===== src/include/sfp_pkg.sv =====
`default_nettype none
package sfp_pkg;
	localparam int DATA_W = 32;
	localparam int NUM_BUF = 4;
	localparam int SEL_W = 5;
	localparam int DEPTH = 16;
	localparam int PTR_W = 4;
	localparam int PART_LEVEL = 12;
	localparam int FLAG_DLY_CYC = 2;
	localparam int SWITCH_DLY_CYC = 4;
	localparam int INT_PORT_DIV = 2;
	localparam logic [2:0] CNT_RST = 3'h0;
	localparam logic [PTR_W:0] LVL_RST = 5'h00;

	typedef enum logic [1:0] {
		SFP_FLAG_EMPTY,
		SFP_FLAG_FULL,
		SFP_FLAG_PARTIAL
	} sfp_flag_kind_type;

	typedef struct packed {
		sfp_flag_kind_type kind;
		logic current;
		logic [1:0] dedicated;
	} sfp_flag_cfg_type;

	typedef struct packed {
		logic selectN;
		logic outEnableN;
		logic readN;
		logic writeN;
		logic commitN;
		logic switchN;
	} sfp_ctl_type;
endpackage
`default_nettype wire


===== src/rtl/sfp_slave_fifo_port.sv =====
`timescale 1ns/10ps
`default_nettype none
module sfp_slave_fifo_port (
	// clock and reset
	input wire logic core_clk,
	input wire logic rst_n,
	// link pins
	input wire logic ifClk,
	input wire sfp_pkg::sfp_ctl_type ctlPins,
	input wire logic [sfp_pkg::SEL_W-1:0] bufferSelect,
	input wire logic [sfp_pkg::DATA_W-1:0] dataIn,
	output logic [sfp_pkg::DATA_W-1:0] dataOut,
	output logic dataOe,
	output logic [1:0] flagOut,
	output logic threadReady,
	// static configuration and dma side
	input wire logic asyncMode,
	input wire logic wideAddr,
	input wire sfp_pkg::sfp_flag_cfg_type flagCfgA,
	input wire sfp_pkg::sfp_flag_cfg_type flagCfgB,
	input wire logic [sfp_pkg::NUM_BUF-1:0] dmaReady,
	output logic [sfp_pkg::NUM_BUF-1:0] packetCommit,
	output logic [sfp_pkg::NUM_BUF-1:0] zeroLengthCommit
);
	import sfp_pkg::*;

	// ---------------------------------------------
	// pin synchronisers
	// ---------------------------------------------
	logic [6:0] syncA_reg;
	logic [6:0] syncB_reg;
	logic [SEL_W-1:0] selA_reg, selB_reg;
	logic [DATA_W-1:0] datA_reg, datB_reg;
	logic clkPrev_reg, wrPrev_reg;
	// every pin passes two flops before use
	always_ff @(posedge core_clk) begin
		syncA_reg <= {ifClk, ctlPins};
		syncB_reg <= syncA_reg;
		selA_reg <= bufferSelect;
		selB_reg <= selA_reg;
		datA_reg <= dataIn;
		datB_reg <= datA_reg;
		clkPrev_reg <= syncB_reg[6];
		wrPrev_reg <= syncB_reg[2];
	end

	// decoded controls
	wire logic selN = syncB_reg[5];
	wire logic oeN = syncB_reg[4];
	wire logic rdN = syncB_reg[3];
	wire logic wrN = syncB_reg[2];
	wire logic comN = syncB_reg[1];
	wire logic swN = syncB_reg[0];
	wire logic [1:0] curBuf = selB_reg[1:0]; // four buffers
	wire logic active = !selN;

	// ---------------------------------------------
	// sampling edge per mode
	// ---------------------------------------------
	logic [2:0] divCnt_reg;
	wire logic ifRise = syncB_reg[6] && !clkPrev_reg;
	wire logic portTick = (divCnt_reg == 3'(INT_PORT_DIV - 1));
	wire logic tick = asyncMode ? portTick : ifRise;
	wire logic syncRd = !asyncMode && ifRise && active && !rdN;
	wire logic syncWr = !asyncMode && ifRise && active && !wrN;
	wire logic wrRelease = asyncMode && active && wrN && !wrPrev_reg;
	wire logic doWrite = syncWr || wrRelease;
	wire logic doRead = syncRd;
	// zero-length when commit without a write
	wire logic comEvt = (asyncMode ? tick : ifRise) && active && !comN;

	always_ff @(posedge core_clk) begin
		if (!rst_n || divCnt_reg == 3'(INT_PORT_DIV - 1)) begin
			divCnt_reg <= CNT_RST;
		end else begin
			divCnt_reg <= divCnt_reg + 3'h1;
		end
	end

	// ---------------------------------------------
	// buffers and pointers
	// ---------------------------------------------
	logic [DATA_W-1:0] mem [NUM_BUF][DEPTH];
	logic [PTR_W-1:0] wPtr_reg [NUM_BUF];
	logic [PTR_W-1:0] rPtr_reg [NUM_BUF];
	logic [PTR_W:0] level_reg [NUM_BUF];
	logic [PTR_W:0] levelDly_reg [NUM_BUF][FLAG_DLY_CYC];
	logic comDone_reg;
	// moves that really happen: no write to full, no read from empty
	wire logic wrAdv = doWrite && level_reg[curBuf] != (PTR_W+1)'(DEPTH);
	wire logic rdAdv = doRead && level_reg[curBuf] != LVL_RST;

	// storage array, no reset
	always_ff @(posedge core_clk) begin
		if (wrAdv) begin
			mem[curBuf][wPtr_reg[curBuf]] <= datB_reg;
		end
	end

	// pointer and level bookkeeping per buffer
	for (genvar b = 0; b < NUM_BUF; b++) begin : g_buf
		wire logic hit = (curBuf == 2'(b));
		wire logic wrOk = hit && doWrite && level_reg[b] != (PTR_W+1)'(DEPTH);
		wire logic rdOk = hit && doRead && level_reg[b] != LVL_RST;
		always_ff @(posedge core_clk) begin
			if (!rst_n) begin
				wPtr_reg[b] <= '0;
				rPtr_reg[b] <= '0;
				level_reg[b] <= LVL_RST;
				levelDly_reg[b] <= '{default: LVL_RST};
			end else begin
				wPtr_reg[b] <= wPtr_reg[b] + PTR_W'(wrOk);
				rPtr_reg[b] <= rPtr_reg[b] + PTR_W'(rdOk);
				level_reg[b] <= level_reg[b] + (PTR_W+1)'(wrOk) - (PTR_W+1)'(rdOk);
				// flag view lags by fixed delay
				levelDly_reg[b][0] <= level_reg[b];
				for (int k = 1; k < FLAG_DLY_CYC; k++) begin
					levelDly_reg[b][k] <= levelDly_reg[b][k-1];
				end
			end
		end
	end

	// ---------------------------------------------
	// packet commit
	// ---------------------------------------------
	always_ff @(posedge core_clk) begin
		if (!rst_n) begin
			packetCommit <= '0;
			zeroLengthCommit <= '0;
			comDone_reg <= 1'b0;
		end else begin
			packetCommit <= '0;
			zeroLengthCommit <= '0;
			comDone_reg <= comEvt ? 1'b1 : (comN ? 1'b0 : comDone_reg);
			if (comEvt && !comDone_reg) begin
				if (!wrN || wrRelease) begin
					packetCommit[curBuf] <= 1'b1;
				end else begin
					zeroLengthCommit[curBuf] <= 1'b1;
				end
			end
		end
	end

	// ---------------------------------------------
	// flags
	// ---------------------------------------------
	function automatic logic flagOf(input sfp_flag_cfg_type c, input logic [PTR_W:0] l);
		case (c.kind)
			SFP_FLAG_EMPTY: flagOf = (l == LVL_RST);
			SFP_FLAG_FULL: flagOf = (l == (PTR_W+1)'(DEPTH));
			SFP_FLAG_PARTIAL: flagOf = (l >= (PTR_W+1)'(PART_LEVEL));
			default: flagOf = 1'b0;
		endcase
	endfunction
	wire logic [1:0] bufA = flagCfgA.current ? curBuf : flagCfgA.dedicated;
	wire logic [1:0] bufB = flagCfgB.current ? curBuf : flagCfgB.dedicated;
	wire logic [PTR_W:0] lvlA = levelDly_reg[bufA][FLAG_DLY_CYC-1];
	wire logic [PTR_W:0] lvlB = levelDly_reg[bufB][FLAG_DLY_CYC-1];

	// ---------------------------------------------
	// socket switch
	// ---------------------------------------------
	logic [2:0] swCnt_reg;
	logic swPend_reg;
	wire logic swStart = active && !swN && !swPend_reg && wideAddr;
	always_ff @(posedge core_clk) begin
		if (!rst_n) begin
			swCnt_reg <= CNT_RST;
			swPend_reg <= 1'b0;
		end else if (swStart) begin
			swCnt_reg <= CNT_RST;
			swPend_reg <= 1'b1;
		end else if (swPend_reg && tick) begin
			swCnt_reg <= swCnt_reg + 3'h1;
			swPend_reg <= (swCnt_reg != 3'(SWITCH_DLY_CYC - 1));
		end
	end

	// ---------------------------------------------
	// outputs
	// ---------------------------------------------
	always_ff @(posedge core_clk) begin
		if (!rst_n) begin
			dataOut <= '0;
			dataOe <= 1'b0;
			flagOut <= '0;
			threadReady <= 1'b0;
		end else begin
			dataOe <= active && !oeN;
			// previously addressed word, then next after edge
			dataOut <= (active && !oeN) ? mem[curBuf][rPtr_reg[curBuf] + PTR_W'(rdAdv)] : '0;
			flagOut <= {flagOf(flagCfgB, lvlB), flagOf(flagCfgA, lvlA)};
			threadReady <= !swPend_reg && !swStart && dmaReady[curBuf];
		end
	end
endmodule // sfp_slave_fifo_port
`default_nettype wire


===== config.mk =====
export PLATFORM = sky130hd
export DESIGN_NAME = sfp_slave_fifo_port
export DESIGN_NICKNAME = d
export VERILOG_FILES = /design/src/include/sfp_pkg.sv /design/src/rtl/sfp_slave_fifo_port.sv
export SDC_FILE = /design/constraint.sdc
export NUM_CORES = 2
export LEC_CHECK = 0
export ABC_CLOCK_PERIOD_IN_PS = 4900
export BUFFER_PORTS_ARGS = -buffer_cell sky130_fd_sc_hd__buf_2
export CAP_MARGIN = 5
export CORE_MARGIN = 2
export CORE_UTILIZATION = 40
export DETAILED_ROUTE_END_ITERATION = 8
export MAX_ROUTING_LAYER = met4
export PLACE_DENSITY = 0.67
export SETUP_SLACK_MARGIN = 0.05
export SLEW_MARGIN = 5
export SYNTH_ARGS = -nofsm -noshare
export SYNTH_HDL_FRONTEND = slang
export SYNTH_SLANG_ARGS = --single-unit

===== constraint.sdc =====
create_clock -name core_clk -period 4.9 [get_ports core_clk]
set_input_delay 0.98 -clock core_clk [delete_from_list [all_inputs] [get_ports core_clk]]
set_output_delay 0.98 -clock core_clk [all_outputs]
set_load 0.005 [all_outputs]

# ---- Yosys cells after proc, flatten, opt, wreduce, memory -nomap -nowiden
# Memories as Yosys holds them, arrays and structs flattened. A register that Yosys moved wholly into a read port is not among the register bits.
# Index checks and enable logic that the tools add are counted.
dict set report totals {
  regBits 136
  latchBits 0
  ram_bits 2140
  mem_bits_ro 0
  inputBits 62
  mem_count 5
}
dict set report op_classes {
  addsub 19
  mul 0
  div 0
  magnitude_cmp 7
  n_eq_ne 16
  shifts 0
  n_mux 43
  bitwise_logic 24
  n_reduce_logical 70
}
# name depth width rd rd_clocked_by_memory_dff write_ports line_no
set mem_list {}
lappend mem_list {mem 4 512 1 1 1 sfp_slave_fifo_port.sv:83} ;# logic [DATA_W-1:0] mem [NUM_BUF][DEPTH];
lappend mem_list {levelDly_reg 4 10 6 0 4 sfp_slave_fifo_port.sv:87} ;# logic [PTR_W:0] levelDly_reg [NUM_BUF][FLAG_DLY_CYC];
lappend mem_list {level_reg 4 5 5 1 4 sfp_slave_fifo_port.sv:86} ;# logic [PTR_W:0] level_reg [NUM_BUF];
lappend mem_list {rPtr_reg 4 4 5 1 4 sfp_slave_fifo_port.sv:85} ;# logic [PTR_W-1:0] rPtr_reg [NUM_BUF];
lappend mem_list {wPtr_reg 4 4 5 1 4 sfp_slave_fifo_port.sv:84} ;# logic [PTR_W-1:0] wPtr_reg [NUM_BUF];
# op count
set ops {}
lappend ops {{$mux W512} 1}
lappend ops {{$bmux W32 S4} 1}
lappend ops {{$demux W32 S4} 1}
lappend ops {{$mux W32} 3}
lappend ops {{$mux W5} 12}
lappend ops {{$logic_and A1 B1 Y1} 38}
lappend ops {{$add A4 B1 Y4} 9}
lappend ops {{$mux W4} 8}
lappend ops {{$ne A5 B5 Y1 const B} 5}
lappend ops {{$reduce_bool A5 Y1} 5}
lappend ops {{$add A5 B1 Y5} 4}
lappend ops {{$or A1 B1 Y1} 20}
lappend ops {{$sub A5 B1 Y5} 4}
lappend ops {{$logic_not A1 Y1} 13}
lappend ops {{$mux W1} 11}
lappend ops {{$eq A5 B5 Y1 const B} 2}
lappend ops {{$ge A5 B4 Y1 const B} 2}
lappend ops {{$ge A5 B5 Y1 const B} 2}
lappend ops {{$logic_not A5 Y1} 2}
lappend ops {{$not A4 Y5} 2}
lappend ops {{$eq A2 B2 Y1 const B} 4}
lappend ops {{$add A3 B1 Y3 const B} 2}
lappend ops {{$eq A2 B1 Y1 const B} 3}
lappend ops {{$logic_not A2 Y1} 3}
lappend ops {{other kinds (16)} 22}

# ---- Logic depth before layout (Yosys ltp)
dict set report logic_depth {
  ltp_word 11
  depth_mapped 16
  depth_no_buf 13
}

# ---- Least setup slack after synthesis
# OpenSTA, ideal clock, no wires.
dict set report synth_timing {
  kind {input port to flip-flop}
  startpoint {input port asyncMode}
  endpoint {memory mem[0][256] (netlist name) (enable)}
  setup_ns 0.421
  arrival_ns 3.461
  required_time_ns 4.479
  path_slack_ns 1.018
  cell_stages 6
  cell_sequence {nor4b_1 -> o21ai_0 -> a31oi_2 -> buf_4 -> nand3_1 -> nor2_1}
}
dict set report synth_via {
  elab_chain_len 8
}
# item line_no
set synth_rtl {}
lappend synth_rtl {{from (decl)} sfp_slave_fifo_port.sv:17} ;# input wire logic asyncMode,
lappend synth_rtl {{$logic_not A1 Y1} sfp_slave_fifo_port.sv:65} ;# wire logic syncWr = !asyncMode && ifRise && active && !wrN;
lappend synth_rtl {{$logic_and A1 B1 Y1 (3 in a row)} sfp_slave_fifo_port.sv:65}
lappend synth_rtl {{$logic_or A1 B1 Y1 *} sfp_slave_fifo_port.sv:67} ;# wire logic doWrite = syncWr || wrRelease;
lappend synth_rtl {{$logic_and A1 B1 Y1 *} sfp_slave_fifo_port.sv:90} ;# wire logic wrAdv = doWrite && level_reg[curBuf] != (PTR_W+1)'(DEPTH);
lappend synth_rtl {{$mux W1 *} sfp_slave_fifo_port.sv:95} ;# if (wrAdv) begin
lappend synth_rtl {{$mux W512 (not written as such) *} sfp_slave_fifo_port.sv:96} ;# mem[curBuf][wPtr_reg[curBuf]] <= datB_reg;
lappend synth_rtl {{to (decl)} sfp_slave_fifo_port.sv:83}
# Mark *: on every way between the ends. The rest lies on a longest branch, timed or not.

# ---- Worst setup path after layout
dict set report layout_timing {
  startpoint {register syncB_reg[5]}
  endpoint {register dataOut[20] (netlist name)}
}
dict set report layout_via {
  elab_chain_len 9
}
# item line_no
set layout_rtl {}
lappend layout_rtl {{from (decl)} sfp_slave_fifo_port.sv:31} ;# logic [6:0] syncB_reg;
lappend layout_rtl {{from (signal assigned)} sfp_slave_fifo_port.sv:38} ;# syncB_reg <= syncA_reg;
lappend layout_rtl {{$logic_not A1 Y1 *} sfp_slave_fifo_port.sv:55} ;# wire logic active = !selN;
lappend layout_rtl {{$logic_and A1 B1 Y1 (2 in a row)} sfp_slave_fifo_port.sv:64} ;# wire logic syncRd = !asyncMode && ifRise && active && !rdN;
lappend layout_rtl {{$logic_and A1 B1 Y1} sfp_slave_fifo_port.sv:91} ;# wire logic rdAdv = doRead && level_reg[curBuf] != LVL_RST;
lappend layout_rtl {{$add A4 B1 Y4} sfp_slave_fifo_port.sv:193} ;# dataOut <= (active && !oeN) ? mem[curBuf][rPtr_reg[curBuf] + PTR_W'(rdAdv)] : '0;
lappend layout_rtl {{$not A4 Y5 (not written as such)} sfp_slave_fifo_port.sv:193}
lappend layout_rtl {{$bmux W32 S4} sfp_slave_fifo_port.sv:193}
lappend layout_rtl {{$mux W32 (not written as such) (2 in a row)} sfp_slave_fifo_port.sv:193}
lappend layout_rtl {{to (signal assigned)} sfp_slave_fifo_port.sv:193}
lappend layout_rtl {{to (decl)} sfp_slave_fifo_port.sv:12} ;# output logic [sfp_pkg::DATA_W-1:0] dataOut,
# Mark *: on every way between the ends. The rest lies on a longest branch, timed or not. The select of a mux whose other input is x is not followed.
# A chain may end at the register's enable or synchronous reset.

==> flow_summary.rst <==
.. list-table::
   :header-rows: 1

   * - Metric
     - Value
   * - Result of the run
     - finished, final reports clean
   * - Final hold violation count
     - 0
   * - Startpoint of the lowest-slack register-to-register path
     - syncB_reg[5]$_DFF_P_
   * - Least-Margin Pin Slew
     - between 1 and 1.5 ns
   * - Clock latency of the later-clocked register in the worst-skew pair
     - 0.86 ns
   * - Clock skew after layout
     - about 0.047 ns
   * - Ordered list of cells on the worst path
     - or4b_2 -> nand2b_1 -> o21ba_2 -> ha_4 -> buf_12 -> buf_4 -> mux4_2 -> mux2i_1 -> mux4_2 -> o22ai_1
   * - Most numerous cell types in the synthesized netlist
     - sky130_fd_sc_hd__edfxtp_1, sky130_fd_sc_hd__mux4_2, sky130_fd_sc_hd__mux2i_1
   * - Antenna viol nets, final
     - 0
   * - Sinks on Clock Net
     - 2,276
   * - Data arrival time at the worst-slack endpoint
     - between 4 and 5 ns
   * - Critical Path Fanout Max
     - 39
   * - Routability Congestion
     - roughly 0.76
   * - Number of placed I/O pins
     - about 110
   * - Yosys top cell by area
     - sky130_fd_sc_hd__edfxtp_1
   * - Hold/Removal Path Class
     - input port to register
   * - Clock share of power
     - 0.430
   * - Violation count after the first detailed-route iteration
     - 4,188
   * - Wire per inst
     - 28.25 µm
   * - Number of flip-flops under the largest register name
     - around 2,000
   * - Ys async rst share
     - 0
   * - Slew margin rel.
     - 0.1594
   * - CP Launch Point
     - syncB_reg[5]$_DFF_P_
   * - Buffers from clock root to sink, at most
     - 3
   * - Part of the power in registers
     - 0.546
   * - Number of buffers inserted during clock tree synthesis
     - between 200 and 250
   * - Initial antenna violation count
     - 13
   * - Standard cell core area
     - 0.2142 mm²
   * - Pin count of the biggest net entering global routing
     - around 100
   * - Hold buffer count at cts
     - 0
   * - Combinational group share of total power
     - 0.024
   * - Crit path buf inv count
     - 2
   * - Hold path startpoint
     - dataIn[22]
   * - Cell-internal power
     - between 30,000 and 40,000 µW
   * - Total routing usage reported by global routing
     - 0.1888
   * - Net switching component of the power
     - approximately 7900 µW
   * - Width of the chip
     - between 400 and 500 µm
   * - Syn_nets
     - 3,874
   * - Layout-stage area growth over the synthesis result
     - 14.71%
   * - Port Buffer Count
     - roughly 100
   * - Type of the worst setup path
     - register to register
   * - Fin crit share
     - 0.8396
   * - Storage cell area
     - ~0.066 mm²
   * - Die area
     - between 0.2 and 0.25 mm²
   * - Multi-input combinational cell area
     - just under 0.02 mm²
   * - Initial Util
     - 0.4014
   * - Via/cell ratio
     - about 5.6
   * - Cts repair resizes
     - 0
   * - Number of warnings printed during yosys synthesis
     - 0
   * - Crit path max-delay cell type
     - sky130_fd_sc_hd__or4b_2
   * - Count of vias placed by the detailed router
     - a little under 40,000
   * - Die height
     - about 470 µm
   * - Max-slew violation count
     - 0
   * - Global-route wire length before repair
     - ~290 mm
   * - Slowest Stage Delay on Critical Path
     - approximately 0.78 ns
   * - Mapped cell area
     - approximately 0.086 mm²
   * - Largest delay contributor family on the critical path
     - simple AND/OR/NAND/NOR gates
   * - Proportion of layout cells with a drive suffix above 1
     - 0.3027
   * - Kind of end point of the critical path
     - register
   * - Clock tree from TritonCTS
     - yes
   * - Most Frequent Cell on Critical Path
     - sky130_fd_sc_hd__mux4_2
   * - Fin nets
     - roughly 4,200
   * - Number of design rule violations left after detail routing
     - 0
   * - Register area share after synthesis
     - 0.7683
   * - Setup TNS
     - 0 ns
   * - Number of synthesized register bits
     - roughly 2,300
   * - Proportion of netlist area held by the largest area contributor
     - 0.7152
   * - Cell types occupying the most area after synthesis
     - sky130_fd_sc_hd__edfxtp_1, sky130_fd_sc_hd__mux4_2, sky130_fd_sc_hd__dfxtp_1
   * - Root buf cell
     - sky130_fd_sc_hd__clkbuf_16
   * - Count of final setup violators
     - 0
   * - Synthesized instance count
     - 3,766
   * - Number of library cell types mapped by synthesis
     - 48
   * - Total Wirelength
     - between 200 and 250 mm
   * - Max-cap viol count
     - 0
   * - Unrepaired setup endpoints after global routing
     - no
   * - Maximum clock frequency
     - 243.1 MHz
   * - Filler Cells Inserted
     - approximately 17,000
   * - Average size of a mapped cell
     - ~23 µm²
   * - Max rail drop VDD
     - between 0.0003 and 0.0004 V
   * - Category of the worst setup path launch point
     - register
   * - Most instantiated flip-flop cell in the synthesis netlist
     - sky130_fd_sc_hd__edfxtp_1
   * - Power per unit of standard cell area
     - ~400 mW/mm²
   * - Shortest period the worst path allows
     - just over 4 ns
   * - Gr ovfl total
     - 0
   * - Fraction of power spent switching nets
     - 0.2014
   * - Top-count cell post-synth
     - sky130_fd_sc_hd__edfxtp_1
   * - Number of rows created at floorplan
     - 170
   * - Setup slack, reg-to-reg
     - between 0.7 and 0.8 ns
   * - HPWL after detailed placement
     - 107.0 mm
   * - Final-layout worst hold slack
     - between 0.2 and 0.25 ns
   * - Buffers inserted during post-CTS setup optimization
     - 0
   * - Via count of the first global-routing pass
     - between 30,000 and 40,000
   * - Number of iterations in the first detailed-routing pass
     - 6
   * - Number of enable flip-flop cells after synthesis
     - ~2,000
   * - Endpoint required time on the critical path
     - 5.65 ns
   * - Clk slew on worst S/H paths
     - approximately 0.06 ns
   * - Total leakage power
     - 0.03156 µW
   * - H-tree lvl count
     - 4
## final timing paths
kind	endpoint	cells past startpoint
worst max-delay path	dataOut[20]$_SDFF_PN0_	10
worst min-delay path	datA_reg[22]$_DFF_P_	1
worst max register to register	dataOut[20]$_SDFF_PN0_	10
worst min register to register	selB_reg[1]$_DFF_P_	0
## layout by cell type (no fill, tap or decap), drive strengths merged, types with 5 or more instances in the layout
cell / n
a21oi: 13
a311oi: 7
and2: 90
and3: 5
buf: 249
bufinv: 20
clkbuf: 301
clkinv: 73
clkinvlp: 7
dfxtp: 228
diode: 10
edfxtp: 2048
ha: 42
inv: 39
mux2i: 261
mux4: 594
nand2: 8
nand2b: 8
nand3: 25
nor2: 88
nor2b: 7
nor4: 8
o21ai: 8
o22ai: 32
or2: 5
xnor2: 15
xor2: 20
## power groups by stage
| stage | Combinational [µW] | Sequential, µW | Clock [µW] |
|---|---|---|---|
| CTS | 959 | 21500 | 17300 |
| global route | 1010 | 21500 | 18000 |
| global placement | 952 | 21900 | 0 |
| detailed placement | 958 | 21900 | 0 |
| finish | 942 | 21500 | 16900 |
| floorplan | 695 | 21800 | 0 |
## cells by family after synthesis
group / after synthesis / synth area share
multiplexers: 855 / 0.1860
AO/OA/AOI/OAI: 72 / 0.005602
XOR/XNOR: 35 / 0.003783
AND/OR/NAND/NOR: 265 / 0.01698
adder cells (fa/ha/maj): 46 / 0.007043
buffers and inverters: 217 / 0.01230
flip-flops: 2276 / 0.7683
## layer usage
layer	wire (µm)	vias up	track usage
li1	-	16340	-
met1	82500	21370	0.2508
met2	100000	1450	0.3056
met3	13650	273	0.03081
met4	4014	0	0.04653
met5	0	-	-
## worst reg2reg max path: stages (launching register included)
cell and delay (ns):
sky130_fd_sc_hd__dfxtp_1 0.31, sky130_fd_sc_hd__or4b_2 0.78, sky130_fd_sc_hd__nand2b_1 0.27, sky130_fd_sc_hd__o21ba_2 0.32, sky130_fd_sc_hd__ha_4 0.50, sky130_fd_sc_hd__buf_12 0.35, sky130_fd_sc_hd__buf_4 0.28, sky130_fd_sc_hd__mux4_2 0.22
sky130_fd_sc_hd__mux2i_1 0.11, sky130_fd_sc_hd__mux4_2 0.66, sky130_fd_sc_hd__o22ai_1 0.24
## layout make-up
type | instances | share of cell area
Sequential cell | 2276 | 0.6703
Clock inverter | 109 | 0.01186
Antenna cell | 10 | 0.0002537
Tap cell | 2838 | 0.03600
Timing Repair Buffer | 249 | 0.02207
Clock buffer | 301 | 0.06189
Inverter | 30 | 0.001142
Multi-Input combinational cell | 1273 | 0.1965
## metrics by stage
step | cell area (µm²) | setup WS [ns] | std cells | total power (µW) | utilization
after floorplan | 85990 | 1.018 | 3766 | 22460 | -
after global placement | 91330 | 0.6868 | 6666 | 22840 | 0.4264
after detailed placement | 91330 | 0.6424 | 6666 | 22880 | 0.4264
after CTS | 98610 | 0.7511 | 7076 | 39720 | 0.4604
after global routing | 98620 | 0.6261 | 7080 | 40530 | 0.4604
final | 98630 | 0.7857 | 7086 | 39370 | 0.4605
Power figures use the tool's default switching activity.
